`config.mk`:
```
export PLATFORM = sky130hd
export DESIGN_NAME = jtl_link_cfg
export DESIGN_NICKNAME = d
export VERILOG_FILES = /design/src/rtl/jtl_pkg.sv /design/src/rtl/jtl_link_cfg.sv
export SDC_FILE = /design/constraint.sdc
export NUM_CORES = 1
export LEC_CHECK = 0
export ABC_AREA = 1
export BUFFER_PORTS_ARGS = -buffer_cell sky130_fd_sc_hd__buf_2
export CAP_MARGIN = 20
export CORE_ASPECT_RATIO = 0.9
export CORE_UTILIZATION = 45
export CTS_CLUSTER_SIZE = 24
export DETAILED_ROUTE_END_ITERATION = 8
export PLACE_DENSITY_LB_ADDON = 0.15
export SLEW_MARGIN = 0
export SYNTH_ARGS = -nofsm -noshare
export SYNTH_HDL_FRONTEND = slang
export SYNTH_SLANG_ARGS = --single-unit
```
`constraint.sdc`:
```
create_clock -name clk_sys_in -period 13.75 [get_ports clk_sys_in]
set_input_delay 1.375 -clock clk_sys_in [delete_from_list [all_inputs] [get_ports clk_sys_in]]
set_output_delay 1.375 -clock clk_sys_in [all_outputs]
set_load 0.02 [all_outputs]
```
`src/rtl/jtl_pkg.sv`:
```
// shared constants and types for the serial link configuration block
package jtl_pkg;
	// ****************************************
	// register offsets
	// ****************************************
	localparam logic [7:0] A_READOUT = 8'h00;
	localparam logic [7:0] A_OVR_SEL = 8'h0d;
	localparam logic [7:0] A_WORD2 = 8'h13;
	localparam logic [7:0] A_TRIP = 8'h1f;
	localparam logic [7:0] A_LANE = 8'h26;
	localparam logic [7:0] A_OVRD = 8'h27;
	localparam logic [7:0] A_SCR = 8'h28;
	localparam logic [7:0] A_OCT = 8'h2c;
	localparam logic [7:0] A_MFL = 8'h2d;
	localparam logic [7:0] A_CLASS = 8'h30;
	localparam logic [7:0] A_RESYNC = 8'h36;
	localparam logic [7:0] A_LTEST = 8'h37;
	// ****************************************
	// reset values and writable bits
	// ****************************************
	localparam logic [7:0] RST_ZERO = 8'h00;
	localparam logic [7:0] RST_TRIP = 8'hff;
	localparam logic [7:0] RST_CLASS = 8'h40;
	localparam logic [7:0] M_BIT0 = 8'h01;
	localparam logic [7:0] M_OVRD = 8'h03;
	localparam logic [7:0] M_SCR = 8'h80;
	localparam logic [7:0] M_MFL = 8'h1f;
	localparam logic [7:0] M_CLASS = 8'he0;
	localparam logic [7:0] M_RESYNC = 8'hc0;
	localparam logic [7:0] M_LTEST = 8'hf7;
	// ****************************************
	// field positions
	// ****************************************
	localparam int B_IDLE_SEL = 5;
	localparam int B_LONG_TEST = 4;
	localparam int B_REVERSE = 3;
	localparam int B_LANE_MK = 2;
	localparam int B_FRAME_MK = 1;
	localparam int B_ILA_OFF = 0;
	localparam int B_CTRL_K = 1;
	localparam int B_CTRL_F = 0;
	localparam int B_SCR_EN = 7;
	localparam int B_RESYNC = 7;
	localparam int B_LMFC_IGN = 6;
	localparam int B_FLIP = 4;
	localparam int B_PF_ANALOG = 2;
	localparam int B_PF_ARM = 1;
	localparam int B_PF_ONCE = 0;
	// ****************************************
	// codes and counts
	// ****************************************
	localparam logic [7:0] K285 = 8'hbc;
	localparam logic [7:0] K283 = 8'h7c;
	localparam logic [7:0] K287 = 8'hfc;
	localparam logic [7:0] K280 = 8'h1c;
	localparam logic [7:0] D215 = 8'hb5;
	localparam logic [15:0] IDLE_STD = 16'hbcbc;
	localparam logic [15:0] IDLE_ALT = 16'hbc50;
	localparam logic [15:0] CLK_PAT = 16'haaaa;
	localparam logic [15:0] PRBS_SEED = 16'h7fff;
	localparam logic [4:0] K_DEF_10X = 5'h11;
	localparam logic [4:0] K_DEF_20X = 5'h09;
	localparam logic [1:0] ILA_LAST_MF = 2'h3;
	localparam logic [14:0] FULL_SCALE = 15'h7fff;
	localparam logic [7:0] TRIP_DIV = 8'hff;
	localparam logic [3:0] RPAT_LAST = 4'ha;
	localparam logic [7:0] RPAT [12] = '{8'hbe, 8'hd7, 8'h23, 8'h47, 8'h6b, 8'h8f, 8'hb3, 8'h14,
		8'h5e, 8'hfb, 8'h35, 8'h59};
	localparam logic [2:0] LT_NORMAL = 3'h0;
	localparam logic [2:0] LT_D215 = 3'h1;
	localparam logic [2:0] LT_K285 = 3'h2;
	localparam logic [2:0] LT_ILA = 3'h3;
	localparam logic [2:0] LT_RPAT = 3'h4;
	localparam logic [2:0] SC_SYSREF = 3'h1;
	localparam logic [2:0] SC_SYNC = 3'h2;
	// ****************************************
	// types
	// ****************************************
	typedef enum logic [1:0] {ST_SYNC = 2'b00, ST_ILA = 2'b01, ST_DATA = 2'b10} jtl_tx_state_type;
	typedef struct packed {
		logic [15:0] data;
		logic [1:0] k;
	} jtl_lane_type;
	typedef struct packed {
		logic readout, ovr_sel;
		logic [7:0] word2, trip, lane, ovrd, scr, oct, mfl, cls, resync, ltest;
		logic sclk_q, sdo, sdo_oe;
		logic [3:0] bit_cnt;
		logic [15:0] sh;
		logic [7:0] rd_sh;
		jtl_tx_state_type st;
		logic [1:0] mf_cnt;
		logic [4:0] lmfc;
		logic [14:0] prbs, scr_lfsr;
		logic [3:0] rpat_idx;
		logic [7:0] prev_lo;
		logic ch, sync_q, sysref_q, arm_q, armed;
		logic [1:0][7:0] ovr_sr;
		logic [1:0] ovr;
		logic div_rst, adiv_rst, flip;
		logic ov, sv;
		jtl_lane_type od, sd;
	} jtl_state_type;
endpackage

```
`src/rtl/jtl_link_cfg.sv`:
```
// serial link transmitter configuration, pattern generation and fast over-range
module jtl_link_cfg (
	// clock and reset
	input wire logic clk_sys_in,
	input wire logic sys_rst_in,
	// serial control port
	input wire logic spi_clk_in,
	input wire logic spi_data_in,
	input wire logic spi_en_n_in,
	output logic spi_dout_out,
	output logic spi_dout_oe_out,
	// converter samples and sync inputs
	input wire logic [1:0][15:0] adc_in,
	input wire logic sync_in,
	input wire logic sysref_in,
	// lane word stream
	output jtl_pkg::jtl_lane_type lane_out,
	output logic lane_valid_out,
	input wire logic lane_ready_in,
	// status and divider control
	output logic [1:0] ovr_out,
	output logic div_reset_out,
	output logic analog_div_reset_out,
	output logic disp_flip_out
);
	jtl_pkg::jtl_state_type s_r, s_nxt, s_nxt2;
	jtl_pkg::jtl_lane_type gen;
	logic [1:0] ovl_c, norm_c;
	logic push, pop, mf_end, pulse, pass, lmfc_rst;

	// ****************************************
	// register readback
	// ****************************************
	function automatic logic [7:0] rd_reg(input jtl_pkg::jtl_state_type s, input logic [7:0] a);
		logic [7:0] v;
		v = 8'h00;
		if (a == jtl_pkg::A_READOUT)
			v = {7'h00, s.readout};
		else if (a == jtl_pkg::A_OVR_SEL)
			v = {7'h00, s.ovr_sel};
		else if (a == jtl_pkg::A_WORD2)
			v = s.word2;
		else if (a == jtl_pkg::A_TRIP)
			v = s.trip;
		else if (a == jtl_pkg::A_LANE)
			v = s.lane;
		else if (a == jtl_pkg::A_OVRD)
			v = s.ovrd;
		else if (a == jtl_pkg::A_SCR)
			v = s.scr;
		else if (a == jtl_pkg::A_OCT)
			v = s.oct;
		else if (a == jtl_pkg::A_MFL)
			v = s.mfl;
		else if (a == jtl_pkg::A_CLASS)
			v = s.cls;
		else if (a == jtl_pkg::A_RESYNC)
			v = s.resync;
		else if (a == jtl_pkg::A_LTEST)
			v = s.ltest;
		return v;
	endfunction

	// ****************************************
	// fast over-range detect per channel
	// ****************************************
	genvar gi;
	generate
		for (gi = 0; gi < 2; gi++)
		begin : g_ch
			logic [14:0] mag;
			// one's complement magnitude avoids the overflow of negating the most negative code
			assign mag = adc_in[gi][15] ? ~adc_in[gi][14:0] : adc_in[gi][14:0];
			assign ovl_c[gi] = 23'(mag) * 23'(jtl_pkg::TRIP_DIV) >= 23'(s_r.trip) * 23'(jtl_pkg::FULL_SCALE);
			assign norm_c[gi] = (adc_in[gi] == 16'h7fff) || (adc_in[gi] == 16'h8000);
		end
	endgenerate

	// ****************************************
	// lane word generation
	// ****************************************
	always_comb
	begin
		logic [15:0] smp, d, pw;
		logic [14:0] p;
		logic [5:0] kk, sum;
		logic [1:0] fpw;
		logic b;
		b = 1'b0;
		smp = s_r.ch ? adc_in[1] : adc_in[0];
		if (s_r.lane[jtl_pkg::B_REVERSE])
			smp = {<<{smp}};
		fpw = (s_r.ovrd[jtl_pkg::B_CTRL_F] && s_r.oct[0]) ? 2'd1 : 2'd2;
		if (s_r.ovrd[jtl_pkg::B_CTRL_K])
			kk = {1'b0, s_r.mfl[4:0]};
		else
			kk = s_r.oct[0] ? {1'b0, jtl_pkg::K_DEF_20X} : {1'b0, jtl_pkg::K_DEF_10X};
		if (kk == 6'd0)
			kk = 6'd1;
		sum = 6'(s_r.lmfc) + 6'(fpw);
		mf_end = sum >= kk;
		p = s_r.prbs;
		for (int i = 15; i >= 0; i--)
		begin
			pw[i] = p[14];
			p = {p[13:0], p[14] ^ p[13]};
		end
		case (s_r.lane[7:6])
			2'b01: d = jtl_pkg::CLK_PAT;
			2'b10: d = {s_r.word2, s_r.word2};
			2'b11: d = pw;
			default: d = smp;
		endcase
		if (s_r.lane[jtl_pkg::B_LONG_TEST])
			d = {3'h0, s_r.lmfc, 7'h00, s_r.ch};
		gen.data = d;
		gen.k = 2'b00;
		if (s_r.scr[jtl_pkg::B_SCR_EN])
		begin
			p = s_r.scr_lfsr;
			for (int i = 15; i >= 0; i--)
			begin
				b = d[i] ^ p[13] ^ p[14];
				gen.data[i] = b;
				p = {p[13:0], b};
			end
		end
		if (mf_end && s_r.lane[jtl_pkg::B_LANE_MK] && gen.data[7:0] == s_r.prev_lo)
		begin
			gen.data[7:0] = jtl_pkg::K283;
			gen.k[0] = 1'b1;
		end
		else if (s_r.lane[jtl_pkg::B_FRAME_MK] && gen.data[7:0] == s_r.prev_lo)
		begin
			gen.data[7:0] = jtl_pkg::K287;
			gen.k[0] = 1'b1;
		end
		case (s_r.ltest[7:5])
			jtl_pkg::LT_D215:
			begin
				gen.data = {jtl_pkg::D215, jtl_pkg::D215};
				gen.k = 2'b00;
			end
			jtl_pkg::LT_K285:
			begin
				gen.data = {jtl_pkg::K285, jtl_pkg::K285};
				gen.k = 2'b11;
			end
			jtl_pkg::LT_RPAT:
			begin
				gen.data = {jtl_pkg::RPAT[s_r.rpat_idx], jtl_pkg::RPAT[s_r.rpat_idx + 4'd1]};
				gen.k = 2'b00;
			end
			default:
			begin
			end
		endcase
		if (s_r.st == jtl_pkg::ST_ILA)
		begin
			gen.data = 16'h0000;
			gen.k = 2'b00;
			if (s_r.lmfc == 5'd0)
			begin
				gen.data[15:8] = jtl_pkg::K280;
				gen.k[1] = 1'b1;
			end
			if (mf_end)
			begin
				gen.data[7:0] = jtl_pkg::K283;
				gen.k[0] = 1'b1;
			end
		end
		if (s_r.st == jtl_pkg::ST_SYNC || sync_in || s_r.resync[jtl_pkg::B_RESYNC])
		begin
			gen.data = s_r.lane[jtl_pkg::B_IDLE_SEL] ? jtl_pkg::IDLE_ALT : jtl_pkg::IDLE_STD;
			gen.k = s_r.lane[jtl_pkg::B_IDLE_SEL] ? 2'b10 : 2'b11;
		end
		s_nxt = s_r;
		s_nxt.lmfc = mf_end ? 5'(sum - kk) : sum[4:0];
		s_nxt.prbs = p;
		if (!s_r.scr[jtl_pkg::B_SCR_EN])
			s_nxt.scr_lfsr = s_r.scr_lfsr;
		s_nxt.prbs = s_r.prbs;
		// the lfsr copies are only committed below when a word is taken
		s_nxt.scr_lfsr = s_r.scr_lfsr;
		if (s_r.scr[jtl_pkg::B_SCR_EN])
			s_nxt.scr_lfsr = p;
		s_nxt.prbs = {pw[14:0] ^ 15'h0000};
		s_nxt.prbs = s_r.lane[7:6] == 2'b11 ? pw[15:1] : s_r.prbs;
	end

	// ****************************************
	// pulse filter, buffer, sequencing, serial port
	// ****************************************
	assign push = !s_r.sv; // generator stalls while the skid slot is full
	assign pop = s_r.ov && lane_ready_in;
	always_comb
	begin
		jtl_pkg::jtl_state_type n;
		logic [15:0] shn;
		logic [7:0] rv, wd;
		logic arm_rise;
		n = s_nxt;
		if (!push)
		begin
			n.lmfc = s_r.lmfc;
			n.prbs = s_r.prbs;
			n.scr_lfsr = s_r.scr_lfsr;
		end
		pulse = 1'b0;
		if (s_r.cls[7:5] == jtl_pkg::SC_SYSREF)
			pulse = sysref_in && !s_r.sysref_q;
		else if (s_r.cls[7:5] == jtl_pkg::SC_SYNC)
			pulse = sync_in && !s_r.sync_q;
		arm_rise = s_r.ltest[jtl_pkg::B_PF_ARM] && !s_r.arm_q;
		pass = pulse && (!s_r.ltest[jtl_pkg::B_PF_ONCE] || s_r.armed);
		n.armed = arm_rise || (s_r.armed && !pass);
		n.arm_q = s_r.ltest[jtl_pkg::B_PF_ARM];
		n.sync_q = sync_in;
		n.sysref_q = sysref_in;
		n.div_rst = pass;
		n.adiv_rst = pass && !s_r.ltest[jtl_pkg::B_PF_ANALOG];
		lmfc_rst = pass && !s_r.resync[jtl_pkg::B_LMFC_IGN];
		if (lmfc_rst)
			n.lmfc = 5'd0;
		n.flip = s_r.ltest[7:5] == jtl_pkg::LT_RPAT && s_r.ltest[jtl_pkg::B_FLIP];
		// two-entry skid buffer: output and skid slots are both flops
		if (!s_r.ov || pop)
		begin
			n.ov = s_r.sv || push;
			n.od = s_r.sv ? s_r.sd : gen;
			n.sv = 1'b0;
		end
		else if (push)
		begin
			n.sv = 1'b1;
			n.sd = gen;
		end
		if (push)
		begin
			n.ch = !s_r.ch;
			n.prev_lo = gen.data[7:0];
			n.rpat_idx = s_r.rpat_idx >= jtl_pkg::RPAT_LAST ? 4'd0 : s_r.rpat_idx + 4'd2;
			case (s_r.st)
				jtl_pkg::ST_SYNC:
					if (!sync_in)
					begin
						n.st = s_r.lane[jtl_pkg::B_ILA_OFF] ? jtl_pkg::ST_DATA : jtl_pkg::ST_ILA;
						n.mf_cnt = 2'd0;
					end
				jtl_pkg::ST_ILA:
					if (mf_end)
					begin
						n.mf_cnt = s_r.mf_cnt + 2'd1;
						if (s_r.mf_cnt == jtl_pkg::ILA_LAST_MF && s_r.ltest[7:5] != jtl_pkg::LT_ILA)
							n.st = jtl_pkg::ST_DATA;
					end
				default:
					if (s_r.ltest[7:5] == jtl_pkg::LT_ILA)
						n.st = jtl_pkg::ST_ILA;
			endcase
		end
		if (sync_in || s_r.resync[jtl_pkg::B_RESYNC])
			n.st = jtl_pkg::ST_SYNC;
		for (int c = 0; c < 2; c++)
		begin
			n.ovr_sr[c] = {s_r.ovr_sr[c][6:0], ovl_c[c]};
			n.ovr[c] = s_r.ovr_sel ? s_r.ovr_sr[c][7] : norm_c[c];
		end
		// serial port: address then data, msb first, bits taken on rising sclk
		n.sclk_q = spi_clk_in;
		shn = {s_r.sh[14:0], spi_data_in};
		rv = rd_reg(s_r, shn[7:0]);
		wd = shn[7:0];
		if (spi_en_n_in)
		begin
			n.bit_cnt = 4'd0;
			n.sdo_oe = 1'b0;
		end
		else if (spi_clk_in && !s_r.sclk_q)
		begin
			n.sh = shn;
			n.bit_cnt = s_r.bit_cnt + 4'd1;
			if (s_r.bit_cnt == 4'd7 && s_r.readout)
			begin
				n.sdo = rv[7];
				n.rd_sh = {rv[6:0], 1'b0};
				n.sdo_oe = 1'b1;
			end
			else if (s_r.bit_cnt > 4'd7)
			begin
				n.sdo = s_r.rd_sh[7];
				n.rd_sh = {s_r.rd_sh[6:0], 1'b0};
			end
			// readback mode blocks writes except to the readout control itself
			if (s_r.bit_cnt == 4'd15 && (!s_r.readout || shn[15:8] == jtl_pkg::A_READOUT))
			begin
				if (shn[15:8] == jtl_pkg::A_READOUT)
					n.readout = wd[0];
				else if (shn[15:8] == jtl_pkg::A_OVR_SEL)
					n.ovr_sel = wd[0];
				else if (shn[15:8] == jtl_pkg::A_WORD2)
					n.word2 = wd;
				else if (shn[15:8] == jtl_pkg::A_TRIP)
					n.trip = wd;
				else if (shn[15:8] == jtl_pkg::A_LANE)
					n.lane = wd;
				else if (shn[15:8] == jtl_pkg::A_OVRD)
					n.ovrd = wd & jtl_pkg::M_OVRD;
				else if (shn[15:8] == jtl_pkg::A_SCR)
					n.scr = wd & jtl_pkg::M_SCR;
				else if (shn[15:8] == jtl_pkg::A_OCT)
					n.oct = wd & jtl_pkg::M_BIT0;
				else if (shn[15:8] == jtl_pkg::A_MFL)
					n.mfl = wd & jtl_pkg::M_MFL;
				else if (shn[15:8] == jtl_pkg::A_CLASS)
					n.cls = wd & jtl_pkg::M_CLASS;
				else if (shn[15:8] == jtl_pkg::A_RESYNC)
					n.resync = wd & jtl_pkg::M_RESYNC;
				else if (shn[15:8] == jtl_pkg::A_LTEST)
					n.ltest = wd & jtl_pkg::M_LTEST;
			end
		end
		s_nxt2 = n;
	end

	always_ff @(posedge clk_sys_in)
	begin
		if (sys_rst_in)
		begin
			s_r <= '0;
			s_r.trip <= jtl_pkg::RST_TRIP;
			s_r.cls <= jtl_pkg::RST_CLASS;
			s_r.scr <= jtl_pkg::RST_ZERO;
			s_r.st <= jtl_pkg::ST_SYNC;
			s_r.prbs <= jtl_pkg::PRBS_SEED[14:0];
			s_r.scr_lfsr <= jtl_pkg::PRBS_SEED[14:0];
		end
		else
			s_r <= s_nxt2;
	end

	assign lane_out = s_r.od;
	assign lane_valid_out = s_r.ov;
	assign ovr_out = s_r.ovr;
	assign div_reset_out = s_r.div_rst;
	assign analog_div_reset_out = s_r.adiv_rst;
	assign disp_flip_out = s_r.flip;
	assign spi_dout_out = s_r.sdo;
	assign spi_dout_oe_out = s_r.sdo_oe;
endmodule // jtl_link_cfg

```
======== After elaboration in Yosys (flattened, before gate mapping) ========
Memory sizes are Yosys's and may differ from the RTL's.
Cells that the tools add are included.
storage, ports and cells
  logic and storage cells ................. 277
  flip-flop bits (word level) ............. 177
  memories ................................ 2
  ROM bits ................................ 256
  output and inout bits ................... 26
memories
  name              depth  bits a word  rd ports  clocked after Yosys merged registers in  wr ports  RTL line             source
  (name not given)  16     8            1         0                                        0         jtl_link_cfg.sv:151  gen.data = {jtl_pkg::RPAT[s_r.rpat_idx], jtl_pkg::RPAT[s_r.rpat_idx + 4'd1]};
  (name not given)  16     8            1         0                                        0         jtl_link_cfg.sv:151
cells by class
  muxes and demuxes ....................... 59
  $lt $le $gt $ge ......................... 7
  reduce and logical (&&, ||, !) cells .... 66
  equal/unequal tests ..................... 44
  multiply operators ...................... 3
  bitwise logic cells ..................... 49
  add/subtract/negate cells ............... 6
operators by type and width
  kind                                                                     number
  8-bit 2-to-1 mux                                                         21
  8-bit by 6-bit equality test with 1-bit output, second input constant    16
  16-bit 2-to-1 mux                                                        4
  18-bit 2-to-1 mux                                                        3
  18-bit case mux with 3 select lines                                      1
  16-bit case mux with 3 select lines                                      1
  23-bit >= comparator                                                     2
  15-bit by 8-bit multiplier with 23-bit output, second input constant     2
  16-bit by 15-bit equality test with 1-bit output, second input constant  2
  16-bit equality test, second input constant                              2
  8-bit by 5-bit equality test with 1-bit output, second input constant    4
  1-bit bitwise XOR                                                        32
  15-bit 2-to-1 mux                                                        2
  15-bit inverter                                                          2
  5-bit 2-to-1 mux                                                         5
  8-bit by 15-bit multiplier with 23-bit output, second input constant     1
  1-bit logical AND                                                        17
  8-bit by 4-bit equality test with 1-bit output, second input constant    2
  8-bit zero test                                                          2
  15-bit AND reduction                                                     1
  14-bit AND reduction                                                     1
  1-bit inverter                                                           13
  13-bit AND reduction                                                     1
  1-bit 2-to-1 mux                                                         12
  other kinds (44)                                                         85

======== Longest topological paths before layout ========
  word-level depth ........................ 17
  depth in mapped cells ................... 37
  gate-level depth less buffers ........... 36

======== Worst setup path before layout ========
No wires, ideal clock.
  path kind ............................... input-to-reg
  start ................................... input port adc_in[31] (netlist name)
  end ..................................... register s_r (netlist bit s_nxt[51])
  setup time .............................. 0.070 ns
  stages .................................. 32
  data arrival time ....................... 7.096 ns
  path slack .............................. 6.584 ns
  path buffers ............................ 2
  cell sequence ........................... buf_2 buf_1 xor2_1 ha_1 fa_1 fa_1 inv_1 fa_1 inv_1 ha_1 inv_1 o21bai_1 a21oi_1 nand2_1 a21oi_1 o21ai_1 nand2_1 nand2_1 xor2_1 ha_1 nand2_1 inv_1 nand4_1 or4_1 o211ai_1 a21o_1 nor2_1 o21bai_1 nand2_1 nand2_1 nand2_1 a21oi_1
on the way
  longest elaborated chain between the ends .. 3
RTL lines
  element                                        RTL line             source
  start: declaration                             jtl_link_cfg.sv:13   input wire logic [1:0][15:0] adc_in,
  15-bit 2-to-1 mux                              jtl_link_cfg.sv:73   assign mag = adc_in[gi][15] ? ~adc_in[gi][14:0] : adc_in[gi][14:0];
  15-bit by 8-bit multiplier with 23-bit output  jtl_link_cfg.sv:74   assign ovl_c[gi] = 23'(mag) * 23'(jtl_pkg::TRIP_DIV) >= 23'(s_r.trip) * 23'(jtl_pkg::FULL_SCALE);
  23-bit >= comparator                           jtl_link_cfg.sv:74
  end signal: assignment                         jtl_link_cfg.sv:340  s_r <= s_nxt2;
  end: declaration                               jtl_link_cfg.sv:26   jtl_pkg::jtl_state_type s_r, s_nxt, s_nxt2;
No other way between the ends.
A chain may end at the register's enable or synchronous reset.

======== Worst setup path after layout ========
Same ends and word-level chain as after synthesis.

==> metrics.txt <==
grt ovf=0; WP data required=14.13 ns; routed wire length=48400 um; r2r endpoint=s_nxt[51]; hold depth=2; Final ANT Viol Nets=0; Area contributors post-synth=dfxtp_1, ha_1, fa_1; Top Metal Used=met4; top cell type's share of synthesized area=0.193; GPL Wtd Cong=0.921; Worst Min Path Start=s_nxt[47]; M1 wire length=24400 um; post-detail-place hpwl=39900 um; initial antenna violation count=0; Ys Warns=0; Tot GR Track Use=0.238; drt drc=0; FP Rows=69; CTS Sinks=175; Yosys reg bits=175; Cell variety after synth=63; fin crit period=7.04 ns; 1st-pass router iterations=5; Placed Cells=2947; most used flip-flop cell after synthesis=dfxtp_1; Setup crit start=adc_in[31]; Max Freq=142 MHz; Root Buffer Master=clkbuf_16; WL met2=20500 um; aggregate negative setup slack=0 ns; worst-skew pair later-pin latency=0.45 ns; pin count of the biggest net entering global routing=71; kind of critical path=in2reg; Mapped Cells=2427; Iter 0 DRT Violations=1093; maximum VDD drop=0.147 mV; worst-path cell with the longest stage delay=fa_1; postcts setup bufs=0; Max Slew Vio Count=0; Nets=2830; status=finished clean; worst hold path class=reg2reg; Post-Layout Cell Count=2979; share of layout cells above drive strength 1=0.0572; Avg Inst Size Synth=7.49 um^2; Leak=9.65 nW; antenna fix cells=0; CTS tree=done; Min-Delay Endpoint=s_nxt[48]; Slew @ Worst Pin=1.01 ns; max_cap viols=0; share of the yosys chip area belonging to registers=0.193; Fin. Hold Viols=0; cts bufs inserted=17; Hold Worst Slack=0.403 ns; Routed WL per cell=16.3 um; Die Wd=214 um; hold_buf cts=0; critical path startpoint category=input pin; Clock Path Buffers=2; dpl cell area=18800 um^2; WP buf/inv=5; WL met3=2810 um; die outline height=193 um; relative slew slack=0.324; ys async rst share=0; CP top delay family=adder cells; Worst path max stage delay=0.60 ns; post-cts sizing count=0; H-tree depth=4; RR Startpoint=s_nxt[215]; critical path endpoint category=register; Synth-to-Final Area Change=6.80%; Reg clk slew, reported paths=0.07 ns; R2R cell count=28; # port buffers=65; Syn Nets=2823; Post-Syn Area=18200 um^2; RSZ-0062 raised after global routing=no; clk_skew=0.00881 ns; Final Util=0.490; design area=19400 um^2; Crit path depth=33; number of flops mapped to enable cells by yosys=0; final period utilization=0.512; Setup Viol. Count Final=0; Most common cell on crit path=nand2_1; Initial Utilization=0.459; Die ar.=41200 um^2; PwrDens=216 nW/um^2; DR vias=15476; first-pass GRT wire length=77800 um; worst-path fanout max=17; Crit path arrival time=7.42 ns; vias in the first global route=14825; core area=39600 um^2; # IOs=66; cell taking the most area after synthesis=dfxtp_1; Vias/cell=5.20; r2r setup slk=7.52 ns
[cell type report]
cell class | count | area (um^2)
sequential | 175 | 3500
timing repair buffer | 73 | 385
tap | 532 | 666
inverter | 454 | 1710
multi-input combinational | 1713 | 12500
fill | 3981 | 20200
clock buffer | 18 | 429
clock inverter | 14 | 215
[sequential cells by signal, indices dropped and copies added, names as in the netlist]
register              cells
s_nxt                   129
s_r                      20
lane_out                 18
ovr_out                   2
analog_div_reset_out      1
disp_flip_out             1
div_reset_out             1
lane_valid_out            1
spi_dout_oe_out           1
spi_dout_out              1
[Yosys cell counts, drive strengths merged, types with 3 or more instances]
| cell type | number |
|---|---|
| xor2 | 86 |
| o211ai | 25 |
| o21ai | 146 |
| nand3 | 125 |
| nand2 | 430 |
| dfxtp | 175 |
| nand3b | 8 |
| a21o | 16 |
| xnor2 | 43 |
| nor3 | 33 |
| fa | 127 |
| ha | 229 |
| or2 | 6 |
| a211o | 3 |
| a211oi | 19 |
| nor4 | 9 |
| a21oi | 195 |
| a22oi | 5 |
| nor2 | 129 |
| o221ai | 5 |
| clkbuf | 38 |
| buf | 47 |
| a31oi | 5 |
| a221oi | 4 |
| o22ai | 5 |
| o2111ai | 3 |
| nand4 | 20 |
| o21bai | 12 |
| o31ai | 4 |
| inv | 452 |
[stage by stage]
step	total power, W	setup slack, ns
2_1_floorplan	0.00303	6.58
3_3_place_gp	0.00359	6.41
3_5_place_dp	0.00366	6.31
4_1_cts	0.00423	6.74
5_1_grt	0.00470	6.16
6_report	0.00420	6.71
[kinds of logic after synthesis]
group,Yosys count,share of synthesized area
xor+xnor,129,0.0621
flops,175,0.193
simple gates,765,0.182
fa+ha+maj,356,0.297
buf+inv,539,0.119
compound gates,463,0.147
[tightest hold or removal path, stage by stage, from the launching register on]
cell and delay [ns]:
dfxtp_1 0.30, inv_1 0.04, nor2_1 0.03
[how the worst max path moves through the flow]
stage,end,slack [ns]
after floorplan,s_nxt[51],6.58
after global placement,s_nxt[51],6.41
final,s_nxt[51],6.71
after CTS,s_nxt[51],6.74
after global routing,s_nxt[51],6.16
after detailed placement,s_nxt[51],6.31
[where the power goes]
group	switching (W)	internal, W	leakage (nW)
Clock	0.000217	0.000322	0.299
Combinational	0.00185	0.00127	7.93
Sequential	0.0000137	0.000523	1.43
Total	0.00208	0.00212	9.65
[cells in the final DEF, fill, tap and decap left out, types with 16 or more instances in the layout]
master and count:
inv_1 446, nand2_1 423, ha_1 229, a21oi_1 194
dfxtp_1 175, o21ai_0 138, fa_1 127, nor2_1 124
nand3_1 118, xor2_1 86, buf_2 65, xnor2_1 43
nor3_1 33, o211ai_1 25, nand4_1 20, a211oi_1 19
clkbuf_16 17, a21o_1 16
[per-layer routing]
metal | global-route usage | up-vias
met4 | 0.0484 | 0
met3 | 0.0459 | 47
met1 | 0.344 | 7246
met5 | 0 | -
li1 | - | 7836
met2 | 0.367 | 347
No activity file was read; power rests on OpenSTA's default activity.
